## src/core/iod_regs.vh

```
// Constants for the I/O space access decoder: ops, address ranges, map, masks
`ifndef IOD_REGS_VH
`define IOD_REGS_VH

// ----------------------------------------------------------------------------
// Core operation codes
// ----------------------------------------------------------------------------
`define IOD_OP_PORT_LOAD   3'h0
`define IOD_OP_PORT_STORE  3'h1
`define IOD_OP_BIT_SET     3'h2
`define IOD_OP_BIT_CLEAR   3'h3
`define IOD_OP_SKIP_HIGH   3'h4
`define IOD_OP_SKIP_LOW    3'h5
`define IOD_OP_MEM_FETCH   3'h6
`define IOD_OP_MEM_PUT     3'h7

// ----------------------------------------------------------------------------
// Address ranges (I/O addresses, data-space addresses)
// ----------------------------------------------------------------------------
`define IOD_BIT_IO_LAST    8'h1F
`define IOD_PORT_IO_LAST   8'h3F
`define IOD_IO_DATA_OFS    8'h20
`define IOD_EXT_FIRST      8'h60
`define IOD_EXT_LAST       8'hFF
`define IOD_IO_DEPTH       64
`define IOD_EXT_DEPTH      16

// ----------------------------------------------------------------------------
// Write-one-to-clear flag register (I/O address)
// ----------------------------------------------------------------------------
`define IOD_FLAG_IO        6'h16

// ----------------------------------------------------------------------------
// Extended register map (data-space offsets) and writable-bit masks
// ----------------------------------------------------------------------------
`define IOD_EXT_BASE       8'hB0
`define IOD_TIMER2_CONTROL_A      8'hB0
`define IOD_TIMER2_CONTROL_B      8'hB1
`define IOD_TIMER2_COUNT          8'hB2
`define IOD_TIMER2_COMPARE_A      8'hB3
`define IOD_TIMER2_COMPARE_B      8'hB4
`define IOD_ASYNC_TIMER_STATUS    8'hB6
`define IOD_TWOWIRE_BIT_RATE      8'hB8
`define IOD_TWOWIRE_STATUS        8'hB9
`define IOD_TWOWIRE_OWN_ADDRESS   8'hBA
`define IOD_TWOWIRE_DATA          8'hBB
`define IOD_TWOWIRE_CONTROL       8'hBC
`define IOD_TWOWIRE_ADDRESS_MASK  8'hBD

`define IOD_MASK_TIMER2_CONTROL_A     8'hF3
`define IOD_MASK_TIMER2_CONTROL_B     8'hCF
`define IOD_MASK_FULL                 8'hFF
`define IOD_MASK_ASYNC_TIMER_STATUS   8'h7F
`define IOD_MASK_TWOWIRE_STATUS       8'hFB
`define IOD_MASK_TWOWIRE_CONTROL      8'hFD
`define IOD_MASK_TWOWIRE_ADDRESS_MASK 8'hFE
`define IOD_MASK_NONE                 8'h00
`define IOD_RESET_VALUE               8'h00

`endif

```

## src/core/iod_io_space_decoder.v

```verilog
// I/O space access decoder: port, bit and data-space access to peripheral registers
//
// Functional notes
// - Bit set and clear reach only I/O addresses 0x00 to 0x1F.
// - In that range, skip-when-high/low test one bit and report skip.
// - Flag bits clear when software writes a one to them.
// - Bit set/clear changes only the addressed bit, never clears other flags.
// - Port load/store use a six-bit I/O address, locations 0x00 to 0x3F.
// - Data-space address of an I/O register is its I/O address plus 0x20.
// - Extended locations 0x60 to 0xFF only via data-space fetch and put.
`timescale 1ns/1ps
`default_nettype none
`include "iod_regs.vh"

module iod_io_space_decoder (
  input  wire        clk,
  input  wire        reset,
  input  wire        ce,
  input  wire        req,
  input  wire [2:0]  op,
  input  wire [7:0]  addr,
  input  wire [2:0]  bit_sel,
  input  wire [7:0]  wdata,
  input  wire [7:0]  flag_set,
  output reg         ack_r,
  output reg         reject_r,
  output reg         skip_r,
  output reg  [7:0]  rdata_r,
  output reg  [7:0]  flag_r,
  output reg  [7:0]  timer2_control_a_r,
  output reg  [7:0]  twowire_control_r
);

  // --------------------------------------------------------------------------
  // Storage
  // --------------------------------------------------------------------------
  reg [7:0] io_mem [0:`IOD_IO_DEPTH-1];
  reg [7:0] ext_mem [0:`IOD_EXT_DEPTH-1];

  // --------------------------------------------------------------------------
  // Decode
  // --------------------------------------------------------------------------
  reg        port_op;
  reg        bit_op;
  reg        legal;
  reg        is_io;
  reg        is_flag;
  reg        wr_op;
  reg  [7:0] daddr;
  reg  [7:0] io_off;
  reg  [5:0] io_idx;
  reg  [3:0] ext_idx;
  reg  [7:0] mask;
  reg  [7:0] cur;
  reg  [7:0] bit_onehot;
  reg  [7:0] wv;
  reg  [7:0] clr_pat;
  wire [7:0] flag_nxt;

  // Writable bits of each extended location; zero marks a reserved location
  function [7:0] ext_mask;
    input [7:0] a;
    begin
      case (a)
        `IOD_TIMER2_CONTROL_A:     ext_mask = `IOD_MASK_TIMER2_CONTROL_A;
        `IOD_TIMER2_CONTROL_B:     ext_mask = `IOD_MASK_TIMER2_CONTROL_B;
        `IOD_TIMER2_COUNT:         ext_mask = `IOD_MASK_FULL;
        `IOD_TIMER2_COMPARE_A:     ext_mask = `IOD_MASK_FULL;
        `IOD_TIMER2_COMPARE_B:     ext_mask = `IOD_MASK_FULL;
        `IOD_ASYNC_TIMER_STATUS:   ext_mask = `IOD_MASK_ASYNC_TIMER_STATUS;
        `IOD_TWOWIRE_BIT_RATE:     ext_mask = `IOD_MASK_FULL;
        `IOD_TWOWIRE_STATUS:       ext_mask = `IOD_MASK_TWOWIRE_STATUS;
        `IOD_TWOWIRE_OWN_ADDRESS:  ext_mask = `IOD_MASK_FULL;
        `IOD_TWOWIRE_DATA:         ext_mask = `IOD_MASK_FULL;
        `IOD_TWOWIRE_CONTROL:      ext_mask = `IOD_MASK_TWOWIRE_CONTROL;
        `IOD_TWOWIRE_ADDRESS_MASK: ext_mask = `IOD_MASK_TWOWIRE_ADDRESS_MASK;
        default:                   ext_mask = `IOD_MASK_NONE;
      endcase
    end
  endfunction

  always @* begin
    port_op = (op == `IOD_OP_PORT_LOAD) || (op == `IOD_OP_PORT_STORE);
    bit_op  = (op == `IOD_OP_BIT_SET) || (op == `IOD_OP_BIT_CLEAR) ||
              (op == `IOD_OP_SKIP_HIGH) || (op == `IOD_OP_SKIP_LOW);
    wr_op   = (op == `IOD_OP_PORT_STORE) || (op == `IOD_OP_MEM_PUT) ||
              (op == `IOD_OP_BIT_SET) || (op == `IOD_OP_BIT_CLEAR);
    if (port_op) begin
      daddr = {2'b00, addr[5:0]} + `IOD_IO_DATA_OFS;
      legal = (addr <= `IOD_PORT_IO_LAST);
    end else if (bit_op) begin
      daddr = {3'b000, addr[4:0]} + `IOD_IO_DATA_OFS;
      legal = (addr <= `IOD_BIT_IO_LAST);
    end else begin
      // Below the offset lies the register file, which this block does not own
      daddr = addr;
      legal = (addr >= `IOD_IO_DATA_OFS);
    end
    is_io   = (daddr < `IOD_EXT_FIRST);
    io_off  = daddr - `IOD_IO_DATA_OFS;
    io_idx  = io_off[5:0];
    ext_idx = daddr[3:0];
    mask    = is_io ? `IOD_MASK_FULL : ext_mask(daddr);
    is_flag = is_io && (io_idx == `IOD_FLAG_IO);
    if (is_flag) begin
      cur = flag_r;
    end else if (is_io) begin
      cur = io_mem[io_idx];
    end else begin
      cur = ext_mem[ext_idx] & mask;
    end
    bit_onehot = 8'h01 << bit_sel;
    case (op)
      `IOD_OP_BIT_SET: begin
        wv      = cur | bit_onehot;
        clr_pat = bit_onehot;
      end
      `IOD_OP_BIT_CLEAR: begin
        wv      = cur & ~bit_onehot;
        clr_pat = 8'h00;
      end
      default: begin
        wv      = wdata;
        clr_pat = wdata;
      end
    endcase
  end

  // Hardware set wins over a same-cycle write-one clear
  assign flag_nxt = (flag_r & ~((req && legal && wr_op && is_flag) ? clr_pat : 8'h00))
                    | flag_set;

  // --------------------------------------------------------------------------
  // Write strobes
  // --------------------------------------------------------------------------
  // Storage only moves for a legal request on an enabled edge
  wire take   = ce && req;
  wire io_we  = take && legal && wr_op && is_io && !is_flag;
  wire ext_we = take && legal && wr_op && !is_io;

  // --------------------------------------------------------------------------
  // Response to the core
  // --------------------------------------------------------------------------
  always @(posedge clk or posedge reset) begin
    if (reset) begin
      ack_r    <= 1'b0;
      reject_r <= 1'b0;
      skip_r   <= 1'b0;
      rdata_r  <= `IOD_RESET_VALUE;
    end else if (ce) begin
      ack_r    <= req;
      reject_r <= req && !legal;
      skip_r   <= 1'b0;
      if (req && legal) begin
        rdata_r <= cur;
        if (op == `IOD_OP_SKIP_HIGH) begin
          skip_r <= cur[bit_sel];
        end
        if (op == `IOD_OP_SKIP_LOW) begin
          skip_r <= !cur[bit_sel];
        end
      end else if (req) begin
        // A refused access reads zero so that no stale value looks valid
        rdata_r <= 8'h00;
      end
    end
  end

  // --------------------------------------------------------------------------
  // Write-one-to-clear flags
  // --------------------------------------------------------------------------
  // The enable also gates capture of hardware events
  always @(posedge clk or posedge reset) begin
    if (reset) begin
      flag_r <= `IOD_RESET_VALUE;
    end else if (ce) begin
      flag_r <= flag_nxt;
    end
  end

  // --------------------------------------------------------------------------
  // I/O and extended storage
  // --------------------------------------------------------------------------
  integer i;

  always @(posedge clk or posedge reset) begin
    if (reset) begin
      for (i = 0; i < `IOD_IO_DEPTH; i = i + 1) begin
        io_mem[i] <= `IOD_RESET_VALUE;
      end
      for (i = 0; i < `IOD_EXT_DEPTH; i = i + 1) begin
        ext_mem[i] <= `IOD_RESET_VALUE;
      end
    end else begin
      if (io_we) begin
        io_mem[io_idx] <= wv;
      end
      if (ext_we) begin
        // Reserved bits and locations keep zero whatever is written
        ext_mem[ext_idx] <= (wv & mask) | (ext_mem[ext_idx] & ~mask);
      end
    end
  end

  // --------------------------------------------------------------------------
  // Control copies handed to the timer and two-wire blocks
  // --------------------------------------------------------------------------
  always @(posedge clk or posedge reset) begin
    if (reset) begin
      timer2_control_a_r <= `IOD_RESET_VALUE;
      twowire_control_r  <= `IOD_RESET_VALUE;
    end else if (ext_we) begin
      if (daddr == `IOD_TIMER2_CONTROL_A) begin
        timer2_control_a_r <= wv & mask;
      end
      if (daddr == `IOD_TWOWIRE_CONTROL) begin
        twowire_control_r <= wv & mask;
      end
    end
  end

endmodule
`default_nettype wire

```

## config.mk

```make
export PLATFORM = sky130hd
export DESIGN_NAME = iod_io_space_decoder
export DESIGN_NICKNAME = d
export VERILOG_FILES = /design/src/core/iod_io_space_decoder.v
export VERILOG_INCLUDE_DIRS = /design/src /design/src/core
export SDC_FILE = /design/constraint.sdc
export NUM_CORES = 2
export LEC_CHECK = 0
export BUFFER_PORTS_ARGS = -buffer_cell sky130_fd_sc_hd__buf_2
export CORE_ASPECT_RATIO = 0.75
export CORE_MARGIN = 4
export CORE_UTILIZATION = 40
export CTS_CLUSTER_SIZE = 14
export DETAILED_ROUTE_END_ITERATION = 10
export HOLD_SLACK_MARGIN = 0.1
export MAX_ROUTING_LAYER = met4
export PLACE_DENSITY_LB_ADDON = 0.12
export SLEW_MARGIN = 30
export SYNTH_ARGS = -nofsm -noshare
export SYNTH_HDL_FRONTEND = slang
export SYNTH_SLANG_ARGS = --single-unit
```

## constraint.sdc

```tcl
create_clock -name clk -period 29.4 [get_ports clk]
set_input_delay 4.41 -clock clk [delete_from_list [all_inputs] [get_ports clk]]
set_output_delay 4.41 -clock clk [all_outputs]
set_load 0.02 [all_outputs]
```

### After elaboration in Yosys (flattened, before gate mapping)

Index checks and enable logic that the tools add are counted.

* input bits: 34
* logic and storage cells: 192
* flip-flop bits (word level): 675
* output and inout port bits: 35

* bitwise operators: 13
* reduce and logical (&&, ||, !) cells: 30
* shift operators: 1
* $lt $le $gt $ge: 9
* equality and inequality tests: 19
* add/sub/neg operators: 3
* multiplexer cells: 30

Operator list (count)
* $bwmux W512: 1
* $bwmux W128: 1
* $mux W8: 14
* $eq A8 B8 Y1 const B: 12
* $pmux W8 S7: 1
* $bmux W8 S6: 1
* $demux W8 S6: 1
* $and A8 B8 Y8: 5
* $bmux W8 S4: 1
* $demux W8 S4: 1
* $pmux W8 S2: 2
* $not A8 Y8: 3
* $or A8 B8 Y8: 3
* $logic_and A1 B1 Y1: 13
* $eq A3 B3 Y1 const B: 3
* $ge A8 B6 Y1 const B: 1
* $le A8 B5 Y1 const B: 1
* $le A8 B6 Y1 const B: 1
* $lt A8 B7 Y1 const B: 1
* $shl A1 B3 Y8 const A: 1
* $add A5 B6 Y7 const B: 1
* $add A6 B6 Y7 const B: 1
* $ge A7 B7 Y1 const B: 1
* $logic_or A1 B1 Y1: 7
* other kinds (17): 28

### Longest topological paths before layout

* depth in word-level cells: 18
* depth in mapped cells: 16
* gate-level depth less buffers: 9

### Worst setup path after synthesis

Ideal clock, no wire load.

* path type: input -> register
* start point: input port addr[0]
* end point: register ext_mem[31] (netlist bit)
* setup time: 125 ps
* arrival: 7167 ps
* buffers on the path: 7
* required time: 29275 ps
* stages: 14
* setup slack: 22108 ps
* path through: buf_6 buf_12 buf_6 buf_6 buf_4 mux4_2 mux4_2 o2bb2ai_1 o31ai_2 a21oi_2 buf_6 mux2i_2 buf_6 mux2_4

* cells in the longest elaborated chain, start to end: 15
* elaborated cells between the ends (all ways): 56
* those cells by class: add/sub: 3; order compare: 6; eq/ne: 13; mux: 18; bitwise: 9; reduce/logical: 7

RTL lines
* from (decl): RTL line iod_io_space_decoder.v:21 `input wire [7:0] addr,`
* $add A5 B6 Y7 (no source line)
* $mux W8: RTL line iod_io_space_decoder.v:91 `end else if (bit_op) begin`
* $mux W8: RTL line iod_io_space_decoder.v:88 `if (port_op) begin`
* $sub A6 B6 Y6 (no source line) (tied with other cells)
* $not A6 Y7 (not written as such) (tied with other cells): RTL line iod_io_space_decoder.v:108 `cur = io_mem[io_idx];`
* $bmux W8 S6 (tied with other cells): RTL line iod_io_space_decoder.v:108
* $mux W8 (on tied branches)
* $mux W8 (not written as such) / $and A8 B8 Y8 (equally long branches): RTL line iod_io_space_decoder.v:108, iod_io_space_decoder.v:110
* $mux W8: RTL line iod_io_space_decoder.v:107 `end else if (is_io) begin`
* $mux W8: RTL line iod_io_space_decoder.v:105 `if (is_flag) begin`
* $and A8 B8 Y8 / $or A8 B8 Y8 (equally long branches): RTL line iod_io_space_decoder.v:119, iod_io_space_decoder.v:115
* $pmux W8 S2: RTL line iod_io_space_decoder.v:113 `case (op)`
* $and A8 B8 Y8: RTL line iod_io_space_decoder.v:200 `ext_mem[ext_idx] <= (wv & mask) | (ext_mem[ext_idx] & ~mask);`
* $or A8 B8 Y8: RTL line iod_io_space_decoder.v:200
* $bwmux W128: RTL line iod_io_space_decoder.v:200
* to (signal, indexed assignment): RTL line iod_io_space_decoder.v:192 `` ext_mem[i] <= `IOD_RESET_VALUE; ``
* to (signal, indexed assignment): RTL line iod_io_space_decoder.v:200
* to (decl): RTL line iod_io_space_decoder.v:38 `` reg [7:0] ext_mem [0:`IOD_EXT_DEPTH-1]; ``

Parallel ways exist; a longest one is shown, timed or not. The select of a mux whose other input is x is not followed.
A chain may end at the register's enable or synchronous reset.

### Final worst setup path

* start point: input port addr[0]
* end point: register ext_mem[58] (netlist bit)

Same word-level chain as after synthesis.

==> flow_metrics.py <==
metrics = {
    "floorplan": {
        "row_count": 87,
        "ioPinCount": 69,
        "die_w_um": 325.8,
        "die_y_um": 246.4,
        "die_area_um2": 80270,
        "core_area_um2": 75110,
        "start_util": 0.4034,
    },
    "sta": {
        "tns_ps": 0,
        "rsz0062_at_grt": "no",
        "fin_crit_ps": 9020,
        "fin_crit_sh": 0.3068,
        "max-slew-margin-rel": 0.2994,
        "clock.fmax_ghz": 0.1109,
        "finalMaxSlewViolations": 0,
        "setup_viol": 0,
        "skew_ps": 18.27,
        "tightestPinTransition_ps": 1047,
        "hold_violations": 0,
        "fin_ws_ps": 20380,
    },
    "routing": {
        "drc": 0,
        "via_count": 21600,
        "ant_nets": 0,
        "firstDrtPassIters": 5,
        "vias_per_cell": 5.738,
        "wire_per_inst_um": 25.13,
        "drt_iter0_drc": 1827,
        "drt_wl_total_um": 94600,
    },
    "setup_path": {
        "cp_cell_sequence": "buf_8 -> buf_12 -> buf_4 -> mux4_2 -> a22oi_1 -> a21oi_1 -> nor4_1 -> nor3_1 -> o21ai_1 -> a31oi_1 -> mux2i_1 -> o21ai_0",
        "cp_slowest_stage_delay_ps": 770,
        "crit_arrival_ps": 9490,
        "end_kind": "flop",
        "reg2regPathDepth": 9,
        "r2r_end": "ext_mem[29]",
        "r2r-start": "io_mem[341]",
        "startpoint_type": "input port",
        "rrSetupSlack_ps": 25150,
        "cp_max_fo": 66,
        "required_ps": 29870,
        "timing_worst_setup_path_type": "in -> reg",
        "cp_slowest_cell": "mux2i_1",
    },
    "yosys": {
        "syn_area_um2": 30300,
        "yosys-top-cells-count": "688 x nand2_1, 675 x dfrtp_1, 535 x o21ai_0",
        "synth_warnings": 0,
        "syn_avg_cell_area_um2": 10.79,
        "synth_cell_types": 86,
        "syn_inst": 2809,
        "synth_top_area_frac": 0.5574,
        "syn_nets": 2843,
        "ys_seq_area_frac": 0.5574,
        "ys_top_cells_by_area": "dfrtp_1 56%, mux4_2 9.6%, o21ai_0 8.8%",
        "synth_top_area_cell": "dfrtp_1",
        "synth_flop_cell": "dfrtp_1",
        "synth.most_common_cell": "nand2_1",
        "synthArstFlopShare": 1.000,
        "synth_seq_cells": 675,
        "synth_edf_count": 0,
    },
    "clock_tree": {
        "cts_max_path_buffers": 3,
        "cts_num_sinks": 675,
        "ctsHoldBuffers": 0,
        "post_cts_resized": 0,
        "cts_setup_buffers": 0,
        "cts_buffers": 69,
        "htreeDepth": 3,
        "cts-root-buf": "clkbuf_16",
        "path_clk_slew_ps": 60,
        "cts_tree": "done",
        "clock_latency_ps": 630,
    },
    "power": {
        "powerDensity_nw_per_um2": 59.90,
        "ir_worst_vdd_uv": 38.91,
        "leakage_nw": 14.95,
    },
    "placement": {
        "dpl.hpwl_um": 62380,
        "io_buffers": 68,
        "post-place-ws_ps": 19750,
        "place.gp.congestion": 0.9488,
    },
    "final_layout": {
        "drive_above_1_share": 0.1495,
        "nets": 2765,
        "area_growth_pct": 10.44,
        "nFillCells": 7036,
    },
    "grt": {
        "grt_pass1_vias": 21390,
        "grt-ovfl-total": 0,
        "grt_pass1_wl_um": 143700,
        "grt_usage": 0.2451,
        "grt_max_degree": 179,
        "antenna_found_initial": 5,
    },
    "hold_path": {
        "min_to": "ext_mem[5]",
        "min_path_type": "reg -> reg",
        "min_from": "ext_mem[5]",
        "min_path_cells": 0,
    },
    "status": {
        "status": "finished, final reports clean",
    },
    "flow_run": {
        "maxCapViolCount": 0,
    },
}
worst max path at each step:
stage / startpoint / end / slack [ps] / depth (start not counted)
2_1_floorplan: reset / ack_r / 6070 / 1
3_3_place_gp: addr[0] / ext_mem[125] / 19470 / 12
3_5_place_dp: addr[0] / ext_mem[125] / 19750 / 12
4_1_cts: addr[0] / ext_mem[29] / 20380 / 12
5_1_grt: addr[0] / ext_mem[90] / 20000 / 12
6_report: addr[0] / ext_mem[58] / 20380 / 12
placed cells by master, fill, tap and decap left out, types with 10 or more instances in the layout:
cell,instances
buf_4,40
nor2_1,87
a31oi_1,10
mux2i_1,44
clkbuf_16,72
clkinv_2,14
buf_2,66
nand2_1,688
mux4_1,27
inv_1,14
a21oi_1,77
dfrtp_1,675
a22oi_1,22
o21ai_0,534
mux4_2,129
nor3_1,21
and2_1,11
clkbuf_1,11
and3_1,11
mux2_2,26
clkbuf_8,16
power breakdown:
| part | internal [W] | switching (W) | total (W) |
|---|---|---|---|
| combinational | 0.0000412 | 0.000107 | 0.000148 |
| sequential | 0.000945 | 0.00000885 | 0.000954 |
| clock | 0.000522 | 0.000380 | 0.000902 |
layer usage:
layer	vias to the layer above	wire, µm	track usage	share of wire
met3	147	7346	0.05768	0.078
met4	0	1918	0.05400	0.020
met2	718	40250	0.3462	0.43
met1	11050	45090	0.3607	0.48
li1	9687	-	-	-
met5	-	0	-	0
worst max-delay path, delay by kind of cell:
| family | cells | cell delay [ps] |
|---|---|---|
| buffers and inverters | 3 | 1600 |
| AOI/OAI and AO/OA | 5 | 970 |
| muxes | 2 | 1350 |
| and+or+nand+nor | 2 | 940 |
per-stage QoR:
stage / power [W] / hold WS, ps / instances / instance area [µm²] / utilization
after floorplan: 0.001067 / 421.0 / 2809 / 30300 / -
after global placement: 0.001115 / 356.9 / 3635 / 31030 / 0.4131
after detailed placement: 0.001118 / 360.5 / 3636 / 31060 / 0.4135
after CTS: 0.002020 / 373.8 / 3758 / 33350 / 0.4441
after global routing: 0.002074 / 378.4 / 3765 / 33470 / 0.4456
final: 0.002005 / 370.1 / 3765 / 33470 / 0.4456
registers in the layout, summed over array words and instances (netlist names):
name / flops
ext_mem: 128
rdata_r: 8
reject_r: 1
timer2_control_a_r: 8
skip_r: 1
ack_r: 1
flag_r: 8
io_mem: 512
twowire_control_r: 8
final cells by class:
cell class | count | area [µm²] | share of cell area
Inverter | 17 | 71.32 | 0.002131
Clock buffer | 98 | 2049 | 0.06124
Tap cell | 979 | 1225 | 0.03660
Sequential cell | 675 | 16890 | 0.5047
Timing Repair Buffer | 118 | 850.8 | 0.02542
Antenna cell | 4 | 10.01 | 0.0002991
Clock inverter | 24 | 249.0 | 0.007440
Multi-Input combinational cell | 1850 | 12120 | 0.3621
cell families after synthesis:
logic type             Yosys count  synth area share
buffers and inverters          284           0.04505
XOR/XNOR                         2         0.0005782
AO/OA/AOI/OAI                  740            0.1344
flip-flops                     675            0.5574
multiplexers                   229            0.1453
AND/OR/NAND/NOR                879            0.1173
Note: power is estimated with default switching activity, not from simulation.
